[src/hw/sbg_pkg.sv]
// Purpose: Shared constants and carriers for the serial baud generator and software reset block.
// Assumes: 32-bit register words on a plain strobe port, one 100 MHz clock.
// Notes:   Every offset, field position, reset value and count used by more than one file lives here.
package sbg_pkg;

  // ==========================================================================
  // Register offsets (byte addresses, one aligned word each)
  // ==========================================================================
  localparam logic [7:0]  SBG_OFS_MODE2      = 8'h00;
  localparam logic [7:0]  SBG_OFS_ENABLE     = 8'h04;
  localparam logic [7:0]  SBG_OFS_ERROR      = 8'h08;
  localparam logic [7:0]  SBG_OFS_BAUD_CTRL  = 8'h0C;
  localparam logic [7:0]  SBG_OFS_BAUD_K     = 8'h10;

  // ==========================================================================
  // Field positions
  // ==========================================================================
  localparam int          SBG_SR_LSB         = 0;
  localparam int          SBG_SR_MSB         = 1;
  localparam int          SBG_TXRUN_POS      = 5;
  localparam int          SBG_RBFLL_POS      = 6;
  localparam int          SBG_TBEMP_POS      = 7;
  localparam int          SBG_RXE_POS        = 0;
  localparam int          SBG_TXE_POS        = 1;
  localparam int          SBG_UART_POS       = 2;
  localparam int          SBG_DBUF_POS       = 3;
  localparam int          SBG_OERR_POS       = 0;
  localparam int          SBG_PERR_POS       = 1;
  localparam int          SBG_FERR_POS       = 2;
  localparam int          SBG_DIV_LSB        = 0;
  localparam int          SBG_DIV_MSB        = 3;
  localparam int          SBG_CKSEL_LSB      = 4;
  localparam int          SBG_CKSEL_MSB      = 5;
  localparam int          SBG_FRAC_POS       = 6;
  localparam int          SBG_K_LSB          = 0;
  localparam int          SBG_K_MSB          = 3;

  // ==========================================================================
  // Values after reset and soft reset codes
  // ==========================================================================
  localparam logic [1:0]  SBG_SR_RST         = 2'h0;
  localparam logic [1:0]  SBG_SR_ARM         = 2'h2;
  localparam logic [1:0]  SBG_SR_FIRE        = 2'h1;
  localparam logic        SBG_TBEMP_RST      = 1'b1;
  localparam logic [6:0]  SBG_BAUD_CTRL_RST  = 7'h00;
  localparam logic [3:0]  SBG_BAUD_K_RST     = 4'h0;
  localparam logic [3:0]  SBG_ENABLE_RST     = 4'h0;
  localparam logic [2:0]  SBG_ERROR_RST      = 3'h0;

  // ==========================================================================
  // Counts
  // ==========================================================================
  localparam int          SBG_SR_DELAY       = 2;
  localparam logic [4:0]  SBG_N_ZERO_CODE    = 5'h10;
  localparam logic [4:0]  SBG_GROUP_LEN      = 5'h10;
  localparam logic [4:0]  SBG_TAP_MASK [4]   = '{5'h00, 5'h01, 5'h07, 5'h1F};

  // ==========================================================================
  // Carriers
  // ==========================================================================
  typedef struct packed {
    logic       frac_en;
    logic [1:0] clk_sel;
    logic [3:0] divisor;
  } sbg_baud_cfg_t;

  typedef struct packed {
    logic tx_buf_written;
    logic tx_buf_drained;
    logic rx_buf_filled;
    logic rx_buf_read;
    logic tx_started;
    logic tx_finished;
    logic overrun;
    logic parity_err;
    logic framing_err;
  } sbg_evt_t;

  typedef struct packed {
    logic rx_enable;
    logic tx_enable;
    logic tx_buf_empty;
    logic rx_buf_full;
    logic tx_running;
    logic overrun;
    logic parity_err;
    logic framing_err;
  } sbg_status_t;

endpackage : sbg_pkg

[src/hw/sbg_prescaler.sv]
// Purpose: Free-running prescaler that offers four tap enables to the baud generator.
// Assumes: One clock; taps 1 to 3 are one-cycle enable pulses, tap 0 is high every cycle.
// Notes:   A synchronous clear restarts all taps in phase.
`timescale 1ns/1ps
`default_nettype none
module sbg_prescaler
  import sbg_pkg::*;
(
  input  wire logic       sys_clk,
  input  wire logic       arst_n,
  input  wire logic       clr,
  output logic [3:0]      tap
);

  logic [4:0] cnt_r;

  always_ff @(posedge sys_clk or negedge arst_n) begin
    if (!arst_n) begin
      cnt_r <= 5'h00;
    end else if (clr) begin
      cnt_r <= 5'h00;
    end else begin
      cnt_r <= cnt_r + 5'h01;
    end
  end

  // ==========================================================================
  // Tap enables
  // ==========================================================================
  for (genvar i = 0; i < 4; i++) begin : g_tap
    assign tap[i] = ((cnt_r & SBG_TAP_MASK[i]) == SBG_TAP_MASK[i]);
  end

endmodule : sbg_prescaler
`default_nettype wire

[src/hw/sbg_divider.sv]
// Purpose: Integer and fractional baud divider driven by a prescaler tap enable.
// Assumes: Configuration is stable while counting; clr restarts the group.
// Notes:   Fractional mode spreads the extra input period over a group of sixteen output periods.
`timescale 1ns/1ps
`default_nettype none
module sbg_divider
  import sbg_pkg::*;
(
  input  wire logic          sys_clk,
  input  wire logic          arst_n,
  input  wire logic          clr,
  input  wire logic          tick_in,
  input  wire sbg_baud_cfg_t cfg,
  input  wire logic          frac_active,
  input  wire logic [3:0]    frac_k,
  output logic               baud_tick
);

  logic [4:0] cnt_r;
  logic [3:0] grp_r;
  logic [4:0] n_val;
  logic [4:0] period;
  logic       long_slot;

  // Code zero of the divisor stands for sixteen.
  assign n_val     = (cfg.divisor == 4'h0) ? SBG_N_ZERO_CODE : {1'b0, cfg.divisor};
  // The first 16-K periods of each group run one input tick longer.
  assign long_slot = frac_active && ({1'b0, grp_r} < (SBG_GROUP_LEN - {1'b0, frac_k}));
  assign period    = long_slot ? n_val + 5'h01 : n_val;

  always_ff @(posedge sys_clk or negedge arst_n) begin
    if (!arst_n) begin
      cnt_r     <= 5'h00;
      grp_r     <= 4'h0;
      baud_tick <= 1'b0;
    end else if (clr) begin
      cnt_r     <= 5'h00;
      grp_r     <= 4'h0;
      baud_tick <= 1'b0;
    end else begin
      baud_tick <= 1'b0;
      if (tick_in) begin
        if (cnt_r >= period - 5'h01) begin
          cnt_r     <= 5'h00;
          grp_r     <= grp_r + 4'h1;
          baud_tick <= 1'b1;
        end else begin
          cnt_r <= cnt_r + 5'h01;
        end
      end
    end
  end

endmodule : sbg_divider
`default_nettype wire

[src/hw/sbg_top.sv]
// Purpose: Register file, software reset sequencer and baud generator of one serial channel.
// Assumes: Shift engines report buffer and error events as one-cycle pulses in sbg_evt_t.
// Notes:   Reads return data one cycle after the strobe; unmapped reads return zero.
//
// The plain strobed port and the register offsets are this design's own decisions.
`timescale 1ns/1ps
`default_nettype none
module sbg_top
  import sbg_pkg::*;
(
  input  wire logic        sys_clk,
  input  wire logic        arst_n,
  input  wire logic [7:0]  reg_addr,
  input  wire logic [31:0] reg_wdata,
  input  wire logic        reg_wr,
  input  wire logic        reg_rd,
  output logic [31:0]      reg_rdata,
  input  wire sbg_evt_t    evt,
  output sbg_status_t      status,
  output logic             uart_mode,
  output logic             double_buffer,
  output logic             soft_reset_pulse,
  output logic             baud_tick
);

  // ==========================================================================
  // Register state
  // ==========================================================================
  logic [1:0]        soft_reset_code_r;
  logic [SBG_SR_DELAY-1:0] sr_pipe_r;
  logic              rx_enable_r;
  logic              tx_enable_r;
  logic              uart_mode_r;
  logic              double_buffer_r;
  logic              tx_buf_empty_r;
  logic              rx_buf_full_r;
  logic              tx_running_r;
  logic              overrun_r;
  logic              parity_err_r;
  logic              framing_err_r;
  sbg_baud_cfg_t     baud_cfg_r;
  logic [3:0]        baud_k_r;
  logic [31:0]       rdata_nxt;
  logic [31:0]       rdata_r;

  logic              wr_mode2;
  logic              wr_enable;
  logic              wr_error;
  logic              wr_baud_ctrl;
  logic              wr_baud_k;
  logic              sr_recognised;
  logic              sr_execute;
  logic              frac_active;
  logic [3:0]        taps;
  logic              gen_tick;

  // ==========================================================================
  // Address decode
  // ==========================================================================
  assign wr_mode2     = reg_wr && (reg_addr == SBG_OFS_MODE2);
  assign wr_enable    = reg_wr && (reg_addr == SBG_OFS_ENABLE);
  assign wr_error     = reg_wr && (reg_addr == SBG_OFS_ERROR);
  assign wr_baud_ctrl = reg_wr && (reg_addr == SBG_OFS_BAUD_CTRL);
  assign wr_baud_k    = reg_wr && (reg_addr == SBG_OFS_BAUD_K);

  // ==========================================================================
  // Software reset sequencer
  // ==========================================================================
  // Recognition needs the old stored code, so a single write of 01 out of reset does nothing.
  assign sr_recognised = wr_mode2
                      && (reg_wdata[SBG_SR_MSB:SBG_SR_LSB] == SBG_SR_FIRE)
                      && (soft_reset_code_r == SBG_SR_ARM);
  assign sr_execute    = sr_pipe_r[SBG_SR_DELAY-1];

  always_ff @(posedge sys_clk or negedge arst_n) begin
    if (!arst_n) begin
      soft_reset_code_r <= SBG_SR_RST;
    end else if (wr_mode2) begin
      soft_reset_code_r <= reg_wdata[SBG_SR_MSB:SBG_SR_LSB];
    end
  end

  // The delay line lets a second sequence start while the first is still pending,
  // which is what a repeated sequence during a transmission relies on.
  always_ff @(posedge sys_clk or negedge arst_n) begin
    if (!arst_n) begin
      sr_pipe_r <= '0;
    end else begin
      sr_pipe_r <= {sr_pipe_r[SBG_SR_DELAY-2:0], sr_recognised};
    end
  end

  // ==========================================================================
  // Enables and mode bits
  // ==========================================================================
  always_ff @(posedge sys_clk or negedge arst_n) begin
    if (!arst_n) begin
      rx_enable_r <= SBG_ENABLE_RST[SBG_RXE_POS];
      tx_enable_r <= SBG_ENABLE_RST[SBG_TXE_POS];
    end else if (sr_execute) begin
      rx_enable_r <= SBG_ENABLE_RST[SBG_RXE_POS];
      tx_enable_r <= SBG_ENABLE_RST[SBG_TXE_POS];
    end else if (wr_enable) begin
      rx_enable_r <= reg_wdata[SBG_RXE_POS];
      tx_enable_r <= reg_wdata[SBG_TXE_POS];
    end
  end

  // Mode bits are configuration, not run state, so the soft reset leaves them alone.
  always_ff @(posedge sys_clk or negedge arst_n) begin
    if (!arst_n) begin
      uart_mode_r     <= SBG_ENABLE_RST[SBG_UART_POS];
      double_buffer_r <= SBG_ENABLE_RST[SBG_DBUF_POS];
    end else if (wr_enable) begin
      uart_mode_r     <= reg_wdata[SBG_UART_POS];
      double_buffer_r <= reg_wdata[SBG_DBUF_POS];
    end
  end

  // ==========================================================================
  // Buffer and run flags
  // ==========================================================================
  always_ff @(posedge sys_clk or negedge arst_n) begin
    if (!arst_n) begin
      tx_buf_empty_r <= SBG_TBEMP_RST;
    end else if (sr_execute) begin
      tx_buf_empty_r <= SBG_TBEMP_RST;
    end else if (evt.tx_buf_drained) begin
      tx_buf_empty_r <= 1'b1;
    end else if (evt.tx_buf_written) begin
      tx_buf_empty_r <= 1'b0;
    end
  end

  always_ff @(posedge sys_clk or negedge arst_n) begin
    if (!arst_n) begin
      rx_buf_full_r <= 1'b0;
    end else if (sr_execute) begin
      rx_buf_full_r <= 1'b0;
    end else if (evt.rx_buf_filled) begin
      rx_buf_full_r <= 1'b1;
    end else if (evt.rx_buf_read) begin
      rx_buf_full_r <= 1'b0;
    end
  end

  always_ff @(posedge sys_clk or negedge arst_n) begin
    if (!arst_n) begin
      tx_running_r <= 1'b0;
    end else if (sr_execute) begin
      tx_running_r <= 1'b0;
    end else if (evt.tx_started) begin
      tx_running_r <= 1'b1;
    end else if (evt.tx_finished) begin
      tx_running_r <= 1'b0;
    end
  end

  // ==========================================================================
  // Error flags
  // ==========================================================================
  // Software clears an error by writing one to it; a new error in the same cycle wins.
  always_ff @(posedge sys_clk or negedge arst_n) begin
    if (!arst_n) begin
      overrun_r     <= SBG_ERROR_RST[SBG_OERR_POS];
      parity_err_r  <= SBG_ERROR_RST[SBG_PERR_POS];
      framing_err_r <= SBG_ERROR_RST[SBG_FERR_POS];
    end else if (sr_execute) begin
      overrun_r     <= SBG_ERROR_RST[SBG_OERR_POS];
      parity_err_r  <= SBG_ERROR_RST[SBG_PERR_POS];
      framing_err_r <= SBG_ERROR_RST[SBG_FERR_POS];
    end else begin
      overrun_r     <= evt.overrun     | (overrun_r     & ~(wr_error & reg_wdata[SBG_OERR_POS]));
      parity_err_r  <= evt.parity_err  | (parity_err_r  & ~(wr_error & reg_wdata[SBG_PERR_POS]));
      framing_err_r <= evt.framing_err | (framing_err_r & ~(wr_error & reg_wdata[SBG_FERR_POS]));
    end
  end

  // ==========================================================================
  // Baud configuration
  // ==========================================================================
  // K is stored as written; code zero is software's to avoid and is not trapped here.
  always_ff @(posedge sys_clk or negedge arst_n) begin
    if (!arst_n) begin
      baud_cfg_r <= SBG_BAUD_CTRL_RST;
    end else if (wr_baud_ctrl) begin
      baud_cfg_r.frac_en <= reg_wdata[SBG_FRAC_POS];
      baud_cfg_r.clk_sel <= reg_wdata[SBG_CKSEL_MSB:SBG_CKSEL_LSB];
      baud_cfg_r.divisor <= reg_wdata[SBG_DIV_MSB:SBG_DIV_LSB];
    end
  end

  always_ff @(posedge sys_clk or negedge arst_n) begin
    if (!arst_n) begin
      baud_k_r <= SBG_BAUD_K_RST;
    end else if (wr_baud_k) begin
      baud_k_r <= reg_wdata[SBG_K_MSB:SBG_K_LSB];
    end
  end

  // ==========================================================================
  // Baud generator
  // ==========================================================================
  // Fractional division is ignored outside UART mode even when its enable is set.
  assign frac_active = baud_cfg_r.frac_en && uart_mode_r;
  assign gen_tick    = taps[baud_cfg_r.clk_sel];

  sbg_prescaler u_prescaler (
    .sys_clk (sys_clk),
    .arst_n  (arst_n),
    .clr     (sr_execute),
    .tap     (taps)
  );

  sbg_divider u_divider (
    .sys_clk     (sys_clk),
    .arst_n      (arst_n),
    .clr         (sr_execute),
    .tick_in     (gen_tick),
    .cfg         (baud_cfg_r),
    .frac_active (frac_active),
    .frac_k      (baud_k_r),
    .baud_tick   (baud_tick)
  );

  // ==========================================================================
  // Read path
  // ==========================================================================
  always_comb begin
    rdata_nxt = 32'h0000_0000;
    if (reg_rd) begin
      unique case (reg_addr)
        SBG_OFS_MODE2: begin
          rdata_nxt[SBG_SR_MSB:SBG_SR_LSB] = soft_reset_code_r;
          rdata_nxt[SBG_TXRUN_POS]         = tx_running_r;
          rdata_nxt[SBG_RBFLL_POS]         = rx_buf_full_r;
          rdata_nxt[SBG_TBEMP_POS]         = tx_buf_empty_r;
        end
        SBG_OFS_ENABLE: begin
          rdata_nxt[SBG_RXE_POS]  = rx_enable_r;
          rdata_nxt[SBG_TXE_POS]  = tx_enable_r;
          rdata_nxt[SBG_UART_POS] = uart_mode_r;
          rdata_nxt[SBG_DBUF_POS] = double_buffer_r;
        end
        SBG_OFS_ERROR: begin
          rdata_nxt[SBG_OERR_POS] = overrun_r;
          rdata_nxt[SBG_PERR_POS] = parity_err_r;
          rdata_nxt[SBG_FERR_POS] = framing_err_r;
        end
        SBG_OFS_BAUD_CTRL: begin
          rdata_nxt[SBG_FRAC_POS]                = baud_cfg_r.frac_en;
          rdata_nxt[SBG_CKSEL_MSB:SBG_CKSEL_LSB] = baud_cfg_r.clk_sel;
          rdata_nxt[SBG_DIV_MSB:SBG_DIV_LSB]     = baud_cfg_r.divisor;
        end
        SBG_OFS_BAUD_K: begin
          rdata_nxt[SBG_K_MSB:SBG_K_LSB] = baud_k_r;
        end
        default: begin
          rdata_nxt = 32'h0000_0000;
        end
      endcase
    end
  end

  // Data is held for exactly the cycle after the strobe and is zero otherwise.
  always_ff @(posedge sys_clk or negedge arst_n) begin
    if (!arst_n) begin
      rdata_r <= 32'h0000_0000;
    end else begin
      rdata_r <= rdata_nxt;
    end
  end

  // ==========================================================================
  // Outputs
  // ==========================================================================
  assign reg_rdata        = rdata_r;
  assign soft_reset_pulse = sr_execute;
  assign uart_mode        = uart_mode_r;
  assign double_buffer    = double_buffer_r;

  assign status.rx_enable    = rx_enable_r;
  assign status.tx_enable    = tx_enable_r;
  assign status.tx_buf_empty = tx_buf_empty_r;
  assign status.rx_buf_full  = rx_buf_full_r;
  assign status.tx_running   = tx_running_r;
  assign status.overrun      = overrun_r;
  assign status.parity_err   = parity_err_r;
  assign status.framing_err  = framing_err_r;

endmodule : sbg_top
`default_nettype wire

[config.mk]
export PLATFORM = sky130hd
export DESIGN_NAME = sbg_top
export DESIGN_NICKNAME = d
export VERILOG_FILES = /design/src/hw/sbg_pkg.sv /design/src/hw/sbg_prescaler.sv /design/src/hw/sbg_divider.sv /design/src/hw/sbg_top.sv
export SDC_FILE = /design/constraint.sdc
export NUM_CORES = 1
export LEC_CHECK = 0
export BUFFER_PORTS_ARGS = -buffer_cell sky130_fd_sc_hd__clkbuf_2
export CAP_MARGIN = 20
export CORE_ASPECT_RATIO = 0.9
export CORE_MARGIN = 1.5
export CORE_UTILIZATION = 42
export CTS_CLUSTER_DIAMETER = 200
export DETAILED_ROUTE_END_ITERATION = 16
export GPL_TIMING_DRIVEN = 0
export PLACE_DENSITY = 0.73
export SYNTH_ARGS = -nofsm -noshare
export SYNTH_HDL_FRONTEND = slang
export SYNTH_SLANG_ARGS = --single-unit
[constraint.sdc]
create_clock -name sys_clk -period 5.14 [get_ports sys_clk]
set_input_delay 0.257 -clock sys_clk [delete_from_list [all_inputs] [get_ports sys_clk]]
set_output_delay 0.257 -clock sys_clk [all_outputs]
set_load 0.005 [all_outputs]
==> results.tsv <==
metric	value	unit
WL/cell	12.5	um
Max Cap Viol	0	
CP startpoint	baud_k_r[0]	
residual DRC count	0	
total detailed-routing wirelength	5720	um
Clk pin slew, worst setup/hold paths	80	ps
Sequential Area	1200	sq um
setup_tns	0	ps
Inserted Clock Buffers	5	
Core ar.	6590	sq um
share of layout cells above drive strength 1	0.287	
root buffer cell	clkbuf_8	
vias in the first global route	2086	
H-tree level count	2	
syn_area_per_cell	9.88	sq um
final hold slack	104	ps
initial antenna violation count	0	
Synth cell types	46	
Setup CP Type	register to register	
Critical Path Fanout Max	10	
clk_skew	14.4	ps
cells on worst reg2reg path	19	
Die Wd	90.1	um
initial drt markers	141	
Final Non-Filler Cells	459	
Worst setup EP type	register	
Worst EP arrival	4870	ps
maximum number of pins on one net before global-route repair	38	
die area	7330	sq um
Leak Pwr	1.69	nW
r2r startpoint	baud_k_r[0]	
top_reg_cell synth	dfrtp_1	
gr usage total	0.167	
Core Rows	28	
FF-to-FF setup slack	490	ps
Pwr Total	0.945	mW
insertion delay to the later sink of the worst-skew pair	310	ps
Fmax	0.215	GHz
CP required	5360	ps
Initial Util	0.435	
PD cells	277	nW/um^2
antenna-violating nets left	0	
RSZ-0062 raised after global routing	no	
dpl cells	450	
first-pass GRT wire length	9800	um
Post-synth EDFFs	0	
count of state elements after synthesis	48	
Final setup viols	0	
DP Wirelength	4350	um
diode count	0	
crit path time final	4650	ps
Max IR drop VDD	0.142	mV
Hold Path Class	primary input to register	
Final Hold Viols	0	
crit path to	u_divider.cnt_r[2]	
Vias	2237	
P&R area growth vs syn	19.0	%
reg2reg end	u_divider.cnt_r[2]	
Worst Setup Slack, final	492	ps
Tcrit/Tclk final	0.904	
Startpoint Class	register	
Async S/R FF share, synth	1.00	
dpl ws	517	ps
Layout Nets	438	
Cell Area, Synth	2870	sq um
Die H	81.4	um
area occupied by multi-input gates	1430	sq um
Post-CTS Resized	0	
Mapped Cells	290	
outcome	completed	
Sink Count	48	
Fill cells	636	
final slew viol count	0	
CTS tree	done	
# IOs	97	
Overflow after GRT	0	
I/O Buffers	46	
Clock Path Buffers	2	
Worst-Margin Slew	642	ps
Seq/Total Area, Yosys	0.420	
gp weighted congestion	0.824	
Ys Warns	0	
Post-CTS Setup Repair Bufs	0	
drt via density	4.87	
Relative slew margins	0.566	
DRT Pass-1 Iters	4	
[worst min path at each step]
stage,startpoint,to,slack (ps),depth (start not counted)
5_1_grt,evt[8],tx_buf_empty_r,110,2
3_3_place_gp,sr_pipe_r[0],sr_pipe_r[1],340,0
2_1_floorplan,arst_n,baud_cfg_r[0],-40,0
4_1_cts,evt[8],tx_buf_empty_r,100,2
6_report,evt[8],tx_buf_empty_r,100,2
3_5_place_dp,arst_n,baud_cfg_r[5],170,1
[what timing repair did]
item	CTS	global route
setup endpoints to repair	0	0
hold buffers	1	0
endpoints found under the hold margin	11	0
[power by group]
group	internal, mW	switching (mW)
logic	0.126	0.129
clock network	0.0953	0.127
registers	0.424	0.0449
total	0.645	0.300
[critical path, stage by stage (launching register included)]
cell       delay, ps
dfrtp_1          420
inv_1             70
ha_1             210
xor2_1           150
ha_1             300
a21o_1           160
a31oi_1          170
o2111ai_1        340
xnor2_1          270
ha_1             270
nand3_1          100
o211ai_1          90
a211o_1          310
o211a_1          110
ha_1             290
a21o_1           180
a31oi_1          460
clkbuf_1         380
o21ai_0          150
a21oi_1          160
[kinds of logic (layout without fill, tap and decap cells)]
logic type / after synthesis / in the layout / share of synthesized area
AOI/OAI and AO/OA: 47 / 47 / 0.105
xor gates and xnor gates: 7 / 7 / 0.0214
buffers and inverters: 54 / 110 / 0.113
muxes: 24 / 24 / 0.0930
DFF: 48 / 48 / 0.420
adders and majority gates: 17 / 17 / 0.0742
other: 1 / 24 / 0.00131
and+or+nand+nor: 92 / 92 / 0.173
[metrics by stage]
step,cell area (sq um),util
floorplan,2950,-
global placement,3290,0.500
detailed placement,3310,0.503
CTS,3410,0.518
global route,3410,0.518
finish,3410,0.518
[registers in the layout, indices dropped and copies added (netlist names), 2 cells and up]
signal and count:
soft_reset_code_r 2, baud_k_r 4, baud_cfg_r 7, sr_pipe_r 2, u_divider.grp_r 4, reg_rdata 8, u_prescaler.cnt_r 5, u_divider.cnt_r 5
[placed cells by master (no fill, tap or decap), drive strengths merged, types with 2 or more instances in the layout]
cell,netlist,layout
a21oi,18,18
xnor2,2,2
a31oi,6,6
nor2b,10,10
a22oi,4,4
o22a,3,3
mux2i,9,9
ha,17,17
nand2,19,19
nor2,23,23
xor2,5,5
or4,3,3
nand3,9,9
clkbuf,10,62
o31ai,2,2
nand2b,4,4
o21ai,5,5
buf,32,33
nor4,2,2
conb,1,24
inv,12,12
nor3,4,4
a21o,2,2
dfrtp,47,47
nor3b,2,2
and3,4,4
mux2,15,15
nand3b,5,5
[metal layers]
layer  wire length [um]  global-route usage  up-vias
li1                   -                   -     1115
met1               2750               0.230     1070
met2               2730               0.277       45
met3                181              0.0290        7
met4                 58              0.0429        0
met5                  0                   0        -
[cell type report]
cell class                 count  share of cell area
timing repair buffer          48              0.0763
clock buffer                   6              0.0213
tap                           90              0.0330
multi-input combinational    211               0.418
buffer                        42              0.0815
clock inverter                 2             0.00367
inverter                      12              0.0132
sequential                    48               0.353
[synthesized netlist by cell type, drive strengths merged (2+ instances only)]
master,instances,area [sq um]
nor3,4,20.0
a22oi,4,30.0
mux2,15,176
nand2b,4,25.0
inv,12,45.0
nand3b,5,37.5
xnor2,2,17.5
o22a,3,26.3
o21ai,5,25.0
a31oi,6,37.5
nand3,9,45.0
a21o,2,15.0
buf,32,240
mux2i,9,90.1
nand2,19,71.3
and3,4,25.0
clkbuf,10,37.5
nor2b,10,62.6
nor3b,2,15.0
nor4,2,12.5
or4,3,26.3
nor2,23,93.8
dfrtp,47,1180
xor2,5,43.8
ha,17,213
a21oi,18,90.1
o31ai,2,15.0
Note: power is estimated with default switching activity, not from simulation.
